## config.mk

```make
export PLATFORM = sky130hd
export DESIGN_NAME = mbus_host
export DESIGN_NICKNAME = d
export VERILOG_FILES = /design/src/hdl/mbus_pkg.sv /design/src/hdl/mbus_host.sv /design/src/hdl/seq_mem.sv
export SDC_FILE = /design/constraint.sdc
export NUM_CORES = 1
export LEC_CHECK = 0
export BUFFER_PORTS_ARGS = -buffer_cell sky130_fd_sc_hd__buf_2
export CAP_MARGIN = 20
export CORE_UTILIZATION = 27
export DETAILED_ROUTE_END_ITERATION = 10
export GPL_ROUTABILITY_DRIVEN = 0
export HOLD_SLACK_MARGIN = 0.1
export SLEW_MARGIN = 20
export SYNTH_ARGS = -nofsm -noshare
export SYNTH_HDL_FRONTEND = slang
export SYNTH_SLANG_ARGS = --single-unit
```

## constraint.sdc

```tcl
create_clock -name clock -period 3.3 [get_ports clock]
set_input_delay 0.66 -clock clock [delete_from_list [all_inputs] [get_ports clock]]
set_output_delay 0.66 -clock clock [all_outputs]
set_load 0.005 [all_outputs]
```

## src/hdl/mbus_pkg.sv

```systemverilog
// Package: constants and carrier structs of the muxed-bus memory controller
package mbus_pkg;

  // ---------------------------------------------------------------
  // Geometry
  // ---------------------------------------------------------------
  localparam int unsigned MEM_BYTES  = 8192;
  localparam int unsigned BLOCKS     = 8;
  localparam int unsigned PAGE_BYTES = 32;
  localparam int unsigned ADDR_W     = 13;
  localparam int unsigned GUARD_LEN  = 3;
  localparam int unsigned LOCK_LEN   = 6;

  // ---------------------------------------------------------------
  // Timing, 100 MHz clock
  // ---------------------------------------------------------------
  localparam int unsigned CLK_NS        = 10;
  localparam int unsigned PHASE_NS      = 40;
  localparam int unsigned PHASE_CYC     = (PHASE_NS + CLK_NS - 1) / CLK_NS;
  localparam int unsigned PAGE_GAP_US   = 100;
  localparam int unsigned PAGE_GAP_CYC  = PAGE_GAP_US * 1000 / CLK_NS;
  localparam int unsigned COMMIT_NS     = 100;
  localparam int unsigned COMMIT_CYC    = (COMMIT_NS + CLK_NS - 1) / CLK_NS;
  localparam int unsigned PROG_MS       = 5;
  localparam int unsigned PROG_CYC      = PROG_MS * 100000;
  localparam int unsigned CNT_W         = 20;

  // ---------------------------------------------------------------
  // Software register map (word index)
  // ---------------------------------------------------------------
  localparam logic [3:0] REG_CTRL   = 4'h0;
  localparam logic [3:0] REG_ADDR   = 4'h1;
  localparam logic [3:0] REG_WDATA  = 4'h2;
  localparam logic [3:0] REG_RDATA  = 4'h3;
  localparam logic [3:0] REG_STATUS = 4'h4;
  localparam logic [3:0] REG_SEQ    = 4'h5;

  // CTRL command bits (self clearing)
  localparam int unsigned CTRL_READ   = 0;
  localparam int unsigned CTRL_WRITE  = 1;
  localparam int unsigned CTRL_FETCH  = 2;
  localparam int unsigned CTRL_ABORT  = 3;
  localparam int unsigned CTRL_POLL   = 4;
  localparam int unsigned CTRL_PAGE   = 5;
  localparam int unsigned CTRL_INHIB  = 6;

  localparam logic [7:0] TOGGLE_BIT_MASK = 8'h40;

  // ---------------------------------------------------------------
  // Carriers
  // ---------------------------------------------------------------
  typedef struct packed {
    logic                ale;
    logic                chip_sel_n;
    logic                read_strobe_n;
    logic                write_strobe_n;
    logic                program_fetch_strobe_n;
    logic                write_commit_n;
    logic [ADDR_W-9:0]   upper_address_inputs;
    logic [7:0]          ad_out;
    logic                ad_oe;
  } pins_s;

  typedef struct packed {
    logic [3:0]  addr;
    logic [31:0] wdata;
    logic        wr;
    logic        rd;
  } sw_req_s;

  typedef enum logic [3:0] {
    ST_IDLE, ST_ALE, ST_ALE_LOW, ST_RD_LOW, ST_RD_END,
    ST_WR_LOW, ST_WR_HIGH, ST_COMMIT, ST_PROG, ST_DONE
  } cyc_e;

endpackage : mbus_pkg

```

## src/hdl/mbus_host.sv

```systemverilog
// Host controller driving the muxed-bus nonvolatile memory through its pins
//
// Decided for this implementation: the address-and-strobe port and the register offsets.
`timescale 1ns/100ps
module mbus_host (
  input  wire logic                  clock,
  input  wire logic                  reset_n,
  input  wire logic                  clk_en,
  input  wire mbus_pkg::sw_req_s     sw_req,
  output logic      [31:0]           sw_rdata,
  input  wire logic [7:0]            ad_in,
  output mbus_pkg::pins_s            pins
);
  import mbus_pkg::*;

  typedef struct packed {
    cyc_e              st;
    pins_s             pins;
    logic [31:0]       rdata;
    logic [ADDR_W-1:0] addr;
    logic [ADDR_W-1:0] cur_addr;
    logic [7:0]        wdata;
    logic [7:0]        cur_data;
    logic [7:0]        last_rd;
    logic              is_read;
    logic              is_fetch;
    logic              page;
    logic              inhibit;
    logic              poll;
    logic              busy;
    logic              abort_req;
    logic              aborted;
    logic              page_err;
    logic              prog_done;
    logic              toggling;
    logic [2:0]        seq_len;
    logic [2:0]        seq_idx;
    logic              in_seq;
    logic [4:0]        page_cnt;
    logic [ADDR_W-6:0] page_base;
    logic [CNT_W-1:0]  cnt;
    logic [CNT_W-1:0]  gap;
  } state_s;

  state_s      s_r;
  state_s      s_nxt;
  logic [20:0] seq_rdata;
  logic        seq_we;

  localparam logic [CNT_W-1:0] PHASE_N  = CNT_W'(PHASE_CYC);
  localparam logic [CNT_W-1:0] GAP_N    = CNT_W'(PAGE_GAP_CYC);
  localparam logic [CNT_W-1:0] COMMIT_N = CNT_W'(COMMIT_CYC);
  localparam logic [CNT_W-1:0] PROG_N   = CNT_W'(PROG_CYC);

  assign seq_we = sw_req.wr && (sw_req.addr[3] == 1'b1);

  // ---------------------------------------------------------------
  // Command sequence store (guard three bytes, lock six bytes)
  // ---------------------------------------------------------------
  seq_mem u_seq (
    .clock  (clock),
    .clk_en (clk_en),
    .we     (seq_we),
    .waddr  (sw_req.addr[2:0]),
    .wdata  (sw_req.wdata[20:0]),
    .raddr  (s_nxt.seq_idx),
    .rdata  (seq_rdata)
  );

  // ---------------------------------------------------------------
  // Next state
  // ---------------------------------------------------------------
  always_comb begin
    s_nxt = s_r;
    s_nxt.rdata = '0;
    if (s_r.cnt != '0) begin
      s_nxt.cnt = s_r.cnt - CNT_W'(1);
    end
    if (s_r.gap != '0) begin
      s_nxt.gap = s_r.gap - CNT_W'(1);
    end
    // Software register access
    if (sw_req.wr && sw_req.addr == REG_CTRL && !s_r.busy) begin
      s_nxt.is_read   = sw_req.wdata[CTRL_READ] | sw_req.wdata[CTRL_FETCH];
      s_nxt.is_fetch  = sw_req.wdata[CTRL_FETCH];
      s_nxt.poll      = sw_req.wdata[CTRL_POLL];
      s_nxt.page      = sw_req.wdata[CTRL_PAGE];
      s_nxt.inhibit   = sw_req.wdata[CTRL_INHIB];
      s_nxt.busy      = |sw_req.wdata[CTRL_POLL:0] & ~sw_req.wdata[CTRL_ABORT];
      s_nxt.in_seq    = sw_req.wdata[CTRL_WRITE] && s_r.seq_len != 3'h0;
      s_nxt.seq_idx   = 3'h0;
      s_nxt.aborted   = 1'b0;
      s_nxt.page_err  = 1'b0;
      s_nxt.prog_done = 1'b0;
      s_nxt.toggling  = 1'b0;
    end
    if (sw_req.wr && sw_req.addr == REG_CTRL && sw_req.wdata[CTRL_ABORT]) begin
      s_nxt.abort_req = 1'b1;
    end
    if (sw_req.wr && sw_req.addr == REG_ADDR) begin
      s_nxt.addr = sw_req.wdata[ADDR_W-1:0];
    end
    if (sw_req.wr && sw_req.addr == REG_WDATA) begin
      s_nxt.wdata = sw_req.wdata[7:0];
    end
    if (sw_req.wr && sw_req.addr == REG_SEQ) begin
      s_nxt.seq_len = sw_req.wdata[2:0]; // 0, 3 or 6 bytes
    end
    if (sw_req.rd) begin
      case (sw_req.addr)
        REG_ADDR:   s_nxt.rdata = {19'h0, s_r.addr};
        REG_WDATA:  s_nxt.rdata = {24'h0, s_r.wdata};
        REG_RDATA:  s_nxt.rdata = {24'h0, s_r.last_rd};
        REG_STATUS: s_nxt.rdata = {24'h0, s_r.page_cnt[2:0], s_r.toggling,
                                   s_r.prog_done, s_r.page_err, s_r.aborted, s_r.busy};
        REG_SEQ:    s_nxt.rdata = {29'h0, s_r.seq_len};
        default:    s_nxt.rdata = '0;
      endcase
    end
    // Pin sequencer
    case (s_r.st)
      ST_IDLE: begin
        s_nxt.pins.ad_oe = 1'b0;
        if (s_r.busy && !s_r.abort_req) begin
          if (s_r.in_seq) begin
            s_nxt.cur_addr = seq_rdata[20:8];
            s_nxt.cur_data = seq_rdata[7:0];
          end else begin
            s_nxt.cur_addr = s_r.addr;
            s_nxt.cur_data = s_r.wdata;
          end
          s_nxt.pins.chip_sel_n = 1'b0;
          s_nxt.pins.ale        = 1'b1;
          s_nxt.cnt             = PHASE_N;
          s_nxt.st              = ST_ALE;
        end else if (s_r.abort_req) begin
          s_nxt.abort_req = 1'b0;
          s_nxt.busy      = 1'b0;
        end
      end
      ST_ALE: begin
        // Latch is transparent: present full address while strobe high
        s_nxt.pins.upper_address_inputs = s_r.cur_addr[ADDR_W-1:8];
        s_nxt.pins.ad_out               = s_r.cur_addr[7:0];
        s_nxt.pins.ad_oe                = 1'b1;
        if (s_r.cnt == '0) begin
          s_nxt.pins.ale = 1'b0;
          s_nxt.cnt      = PHASE_N;
          s_nxt.st       = ST_ALE_LOW;
        end
      end
      ST_ALE_LOW: begin
        if (s_r.cnt == '0) begin
          s_nxt.cnt = PHASE_N;
          if (s_r.is_read) begin
            s_nxt.pins.ad_oe = 1'b0;
            if (s_r.is_fetch) begin
              s_nxt.pins.program_fetch_strobe_n = 1'b0;
            end else begin
              s_nxt.pins.read_strobe_n = 1'b0;
            end
            s_nxt.st = ST_RD_LOW;
          end else if (s_r.page && !s_r.in_seq &&
                       s_r.page_cnt != 5'h0 &&
                       s_r.cur_addr[ADDR_W-1:5] != s_r.page_base) begin
            s_nxt.page_err = 1'b1;
            s_nxt.busy     = 1'b0;
            s_nxt.pins.chip_sel_n = 1'b1;
            s_nxt.st       = ST_IDLE;
          end else begin
            s_nxt.pins.ad_out         = s_r.cur_data;
            s_nxt.pins.write_strobe_n = 1'b0;
            s_nxt.gap                 = GAP_N;
            s_nxt.st                  = ST_WR_LOW;
          end
        end
      end
      ST_RD_LOW: begin
        if (s_r.cnt == '0) begin
          s_nxt.last_rd                     = ad_in;
          s_nxt.pins.read_strobe_n          = 1'b1;
          s_nxt.pins.program_fetch_strobe_n = 1'b1;
          s_nxt.st                          = ST_RD_END;
          if (s_r.poll) begin
            // Bit six still flipping means programming runs on
            s_nxt.toggling = ((ad_in ^ s_r.last_rd) & TOGGLE_BIT_MASK) != 8'h00;
          end
        end
      end
      ST_RD_END: begin
        s_nxt.pins.chip_sel_n = 1'b1;
        s_nxt.busy            = s_r.poll && s_r.toggling && s_r.cnt == '0;
        s_nxt.st              = ST_IDLE;
      end
      ST_WR_LOW: begin
        if (s_r.cnt == '0) begin
          s_nxt.pins.write_strobe_n = 1'b1;
          s_nxt.cnt                 = PHASE_N;
          s_nxt.st                  = ST_WR_HIGH;
        end
      end
      ST_WR_HIGH: begin
        if (s_r.cnt == '0) begin
          s_nxt.pins.ad_oe      = 1'b0;
          s_nxt.pins.chip_sel_n = 1'b1;
          if (s_r.in_seq && s_r.seq_idx + 3'h1 < s_r.seq_len) begin
            s_nxt.seq_idx = s_r.seq_idx + 3'h1;
            s_nxt.st      = ST_IDLE;
          end else if (s_r.in_seq) begin
            s_nxt.in_seq = 1'b0; // Sequence sent, now the data byte
            s_nxt.st     = ST_IDLE;
          end else if (s_r.page && s_r.page_cnt != 5'(PAGE_BYTES - 1)) begin
            // Wait for software to queue next page byte
            s_nxt.page_base = s_r.cur_addr[ADDR_W-1:5];
            s_nxt.page_cnt  = s_r.page_cnt + 5'h1;
            s_nxt.busy      = 1'b0;
            s_nxt.st        = ST_COMMIT;
          end else begin
            s_nxt.cnt = COMMIT_N;
            s_nxt.st  = ST_COMMIT;
          end
        end
      end
      ST_COMMIT: begin
        // Abort window runs COMMIT_N cycles from the write strobe rise
        if (s_r.abort_req && s_r.gap > GAP_N - PHASE_N - CNT_W'(1) - COMMIT_N) begin
          s_nxt.pins.write_commit_n = 1'b1;
          s_nxt.aborted   = 1'b1;
          s_nxt.abort_req = 1'b0;
          s_nxt.busy      = 1'b0;
          s_nxt.page_cnt  = 5'h0;
          s_nxt.cnt       = PHASE_N;
          s_nxt.st        = ST_DONE;
        end else if (s_r.busy && !s_r.in_seq && s_r.page) begin
          s_nxt.st = ST_IDLE; // Next page byte inside the window
        end else if (s_r.gap == '0) begin
          s_nxt.cnt      = PROG_N;
          s_nxt.page_cnt = 5'h0;
          s_nxt.busy     = 1'b1;
          s_nxt.st       = ST_PROG;
        end
      end
      ST_PROG: begin
        // Refused writes give no answer, so only the timeout ends this
        if (s_r.cnt == '0) begin
          s_nxt.prog_done = 1'b1;
          s_nxt.busy      = 1'b0;
          s_nxt.st        = ST_IDLE;
        end
      end
      ST_DONE: begin
        if (s_r.cnt == '0) begin
          s_nxt.pins.write_commit_n = s_r.inhibit;
          s_nxt.st                  = ST_IDLE;
        end
      end
      default: s_nxt.st = ST_IDLE;
    endcase
    if (s_r.st == ST_IDLE) begin
      s_nxt.pins.write_commit_n = s_nxt.inhibit;
    end
  end

  // ---------------------------------------------------------------
  // State register
  // ---------------------------------------------------------------
  always_ff @(posedge clock or negedge reset_n) begin
    if (!reset_n) begin
      s_r <= '{st: ST_IDLE,
               pins: '{ale: 1'b0, chip_sel_n: 1'b1, read_strobe_n: 1'b1,
                       write_strobe_n: 1'b1, program_fetch_strobe_n: 1'b1,
                       write_commit_n: 1'b1, upper_address_inputs: '0,
                       ad_out: 8'h00, ad_oe: 1'b0},
               default: '0};
    end else if (clk_en) begin
      s_r <= s_nxt;
    end
  end

  assign pins     = s_r.pins;
  assign sw_rdata = s_r.rdata;
endmodule : mbus_host

```

## src/hdl/seq_mem.sv

```systemverilog
// Small memory holding the command/lock byte sequence (address:data pairs)
`timescale 1ns/100ps
module seq_mem (
  input  wire logic        clock,
  input  wire logic        clk_en,
  input  wire logic        we,
  input  wire logic [2:0]  waddr,
  input  wire logic [20:0] wdata,
  input  wire logic [2:0]  raddr,
  output logic      [20:0] rdata
);
  logic [20:0] mem [0:7];

  // ---------------------------------------------------------------
  // Write port and registered read
  // ---------------------------------------------------------------
  always_ff @(posedge clock) begin
    if (clk_en) begin
      if (we) begin
        mem[waddr] <= wdata;
      end
      rdata <= mem[raddr];
    end
  end
endmodule : seq_mem
```

==> results.json <==
{
  "start_util": 0.274,
  "fin_nets": 1806,
  "slew_viol_final": 0,
  "cts_hold_buf": 0,
  "cts.sinks": 347,
  "fin_skew_ns": 0.0238,
  "firstDrtPassIters": 6,
  "cp-end-kind": "flop",
  "wire_per_inst_um": 19.7,
  "grt_start_max_net_pins": 255,
  "relSlewSlack": 0.301,
  "cts_inserted_buffers": 41,
  "die_x_um": 258,
  "powerDensity_nw_per_um2": 548,
  "synth_edf_count": 189,
  "antenna_found_initial": 11,
  "min_path_type": "in2async",
  "p_leak_nw": 7.95,
  "multi_input_area_sq_um": 7220,
  "layoutNonFillerInstCount": 2634,
  "cts_tree": "built",
  "vdd.ir_drop.worst_v": 0.000322,
  "pre_cts_slack_ns": -0.0301,
  "die_h_um": 258,
  "yosysMostFrequentCell": "nor3_1",
  "synthTopCellsByArea": "edfxtp_1 (32%), dfrtp_1 (22%), nor3_1 (5.7%)",
  "core_area_sq_um": 64600,
  "dp_cells": 2552,
  "status": "finished, final reports clean",
  "port_buffers": 70,
  "vias": 14100,
  "fmax_ghz": 0.320,
  "setup_viol": 0,
  "synthFlopType": "edfxtp_1",
  "synth_top_cell_by_area": "edfxtp_1",
  "clock-root-buffer": "clkbuf_16",
  "synth_cells": 1713,
  "io_pins": 101,
  "setup_slack_ns": 0.175,
  "routed_wl_um": 51900,
  "cp.arrival_ns": 3.42,
  "grt_pass1_vias": 13300,
  "drive_gt1_frac": 0.168,
  "clk_path_buf_depth": 3,
  "area_delta_synth_final_pct": 16.1,
  "critPathKind": "reg2reg",
  "max_cap_viol_count": 0,
  "startpoint_type": "flop",
  "ys_warn_count": 0,
  "worst_slew_pin_slew_ns": 1.05,
  "htree_levels": 2,
  "dieArea_sq_um": 66500,
  "synth_top_area_share": 0.321,
  "yosysSeqAreaShare": 0.545,
  "hpwl_um": 32100,
  "setup-tns-final_ns": 0,
  "fin_crit_sh": 0.947,
  "cp_max_fo": 13,
  "fin_util": 0.318,
  "avgSynthCellArea_sq_um": 10.3,
  "required_ns": 3.60,
  "ys_top_cells_by_count": "nor3_1 (202), edfxtp_1 (189), nand2_1 (188), dfrtp_1 (153), o21ai_0 (142)",
  "synth.distinct_cells": 80,
  "track_usage": 0.150,
  "clk_pin_slew_worst_paths_ns": 0.06,
  "timing.final.crit_period_ns": 3.13,
  "fillCellCount": 6520,
  "syn_area_sq_um": 17700,
  "drc": 0,
  "postRouteAntennaNets": 0,
  "regArea_sq_um": 9640,
  "grt_pass1_wl_um": 78500,
  "vias_per_cell": 5.36,
  "overflow": 0,
  "row_count": 93,
  "clock_latency_ns": 0.58,
  "ys_ff_latch": 347,
  "drtIter0Drc": 1615,
  "hold_viol": 0,
  "synth_async_sr_flop_share": 0.455,
  "rsz0062_at_grt": "false"
}
[per-stage QoR]
stage               area (sq um)  hold WS [ns]  power [mW]
finish                     20500         0.106        11.2
detailed placement         19000         0.422        6.87
global route               20500         0.170        11.7
floorplan                  17800         0.364        6.34
global placement           19000         0.420        6.79
CTS                        20300         0.132        11.3
[path summary, 6_finish.rpt]
check,slack [ns],cells past startpoint,to,from
worst max-delay path,0.17,15,u_seq.rdata[8],s_r[54]
worst min-delay path,0.11,1,s_r[8],reset_n
worst min register to register,0.43,1,pins[15],s_r[69]
min in group clock,0.31,3,s_r[71],ad_in[0]
max in group asynchronous,2.21,2,s_r[113],reset_n
worst max register to register,0.17,15,u_seq.rdata[8],s_r[54]
[where the power goes]
| group | switching [mW] | internal (mW) |
|---|---|---|
| registers | 0.365 | 4.91 |
| logic | 0.916 | 0.647 |
| clock network | 1.78 | 2.63 |
| total | 3.06 | 8.18 |
[layout by cell type (no fill, tap or decap), types with 6 or more instances in the layout]
cell         n
mux2i_1     23
o2bb2ai_1   14
buf_2       69
nor3_2       6
nor4_1       9
clkbuf_16   47
or3_1       12
a21oi_1    116
nand2b_1     6
buf_4       52
nor3_1     199
and4_1      23
nor2_1      71
o31ai_1     91
mux2_2      50
clkbuf_1    16
nand4_1     11
nand2_1    187
dfrtp_1    152
nand3_1     22
xnor2_1     19
conb_1      19
buf_12      15
and3_1       8
buf_6        7
o21ai_0    142
inv_1       19
xor2_1       7
nor2b_1      9
a22o_1       6
ha_1         9
a21o_1       9
edfxtp_1   189
a31oi_1     19
[critical path: stages, from the launching register on]
cell	delay, ns
dfrtp_4	0.48
ha_4	0.18
xnor2_2	0.13
inv_1	0.13
ha_4	0.22
nand2_1	0.08
o2111ai_2	0.15
buf_6	0.18
nor4_4	0.21
buf_6	0.22
buf_12	0.13
clkbuf_16	0.16
o21ai_0	0.09
a21oi_1	0.18
o31ai_1	0.09
and4_1	0.23
[cell families (layout without fill, tap and decap cells)]
family                   after synthesis  count (layout)  synth area share
AO/OA/AOI/OAI                        456             456             0.161
XOR/XNOR                              27              27            0.0134
adder cells (fa/ha/maj)               11              11           0.00778
buffers and inverters                196             242            0.0576
flip-flops                           347             347             0.545
multiplexers                          73              73            0.0448
other                                  1              21          0.000212
AND/OR/NAND/NOR                      602             602             0.170
[layer usage]
layer  track usage  up-vias  routed length, um
met5             0        -                136
met4        0.0480       20               1380
met3        0.0339      104               4370
met2         0.237      592              23900
met1         0.204     6988              22200
li1              -     6413                  -
[state kept, by name, indices dropped and copies added (netlist names)]
register	count
sw_rdata	13
u_seq.mem	168
u_seq.rdata	21
pins	20
s_r	125
[layout make-up]
cell class,instances,share of cell area
sequential,347,0.469
multi-input combinational,1188,0.352
clock buffer,65,0.0599
timing repair buffer,147,0.0593
tap,855,0.0521
inverter,21,0.00384
clock inverter,9,0.00341
antenna,2,0.000244
[timing repair]
action | in CTS | in global routing
cloned | 0 | 4
resized for setup | 1 | 14
endpoints found under the setup margin | 8 | 21
buffers inserted | 0 | 2
pin swaps | 1 | 2
Power figures use the tool's default switching activity.
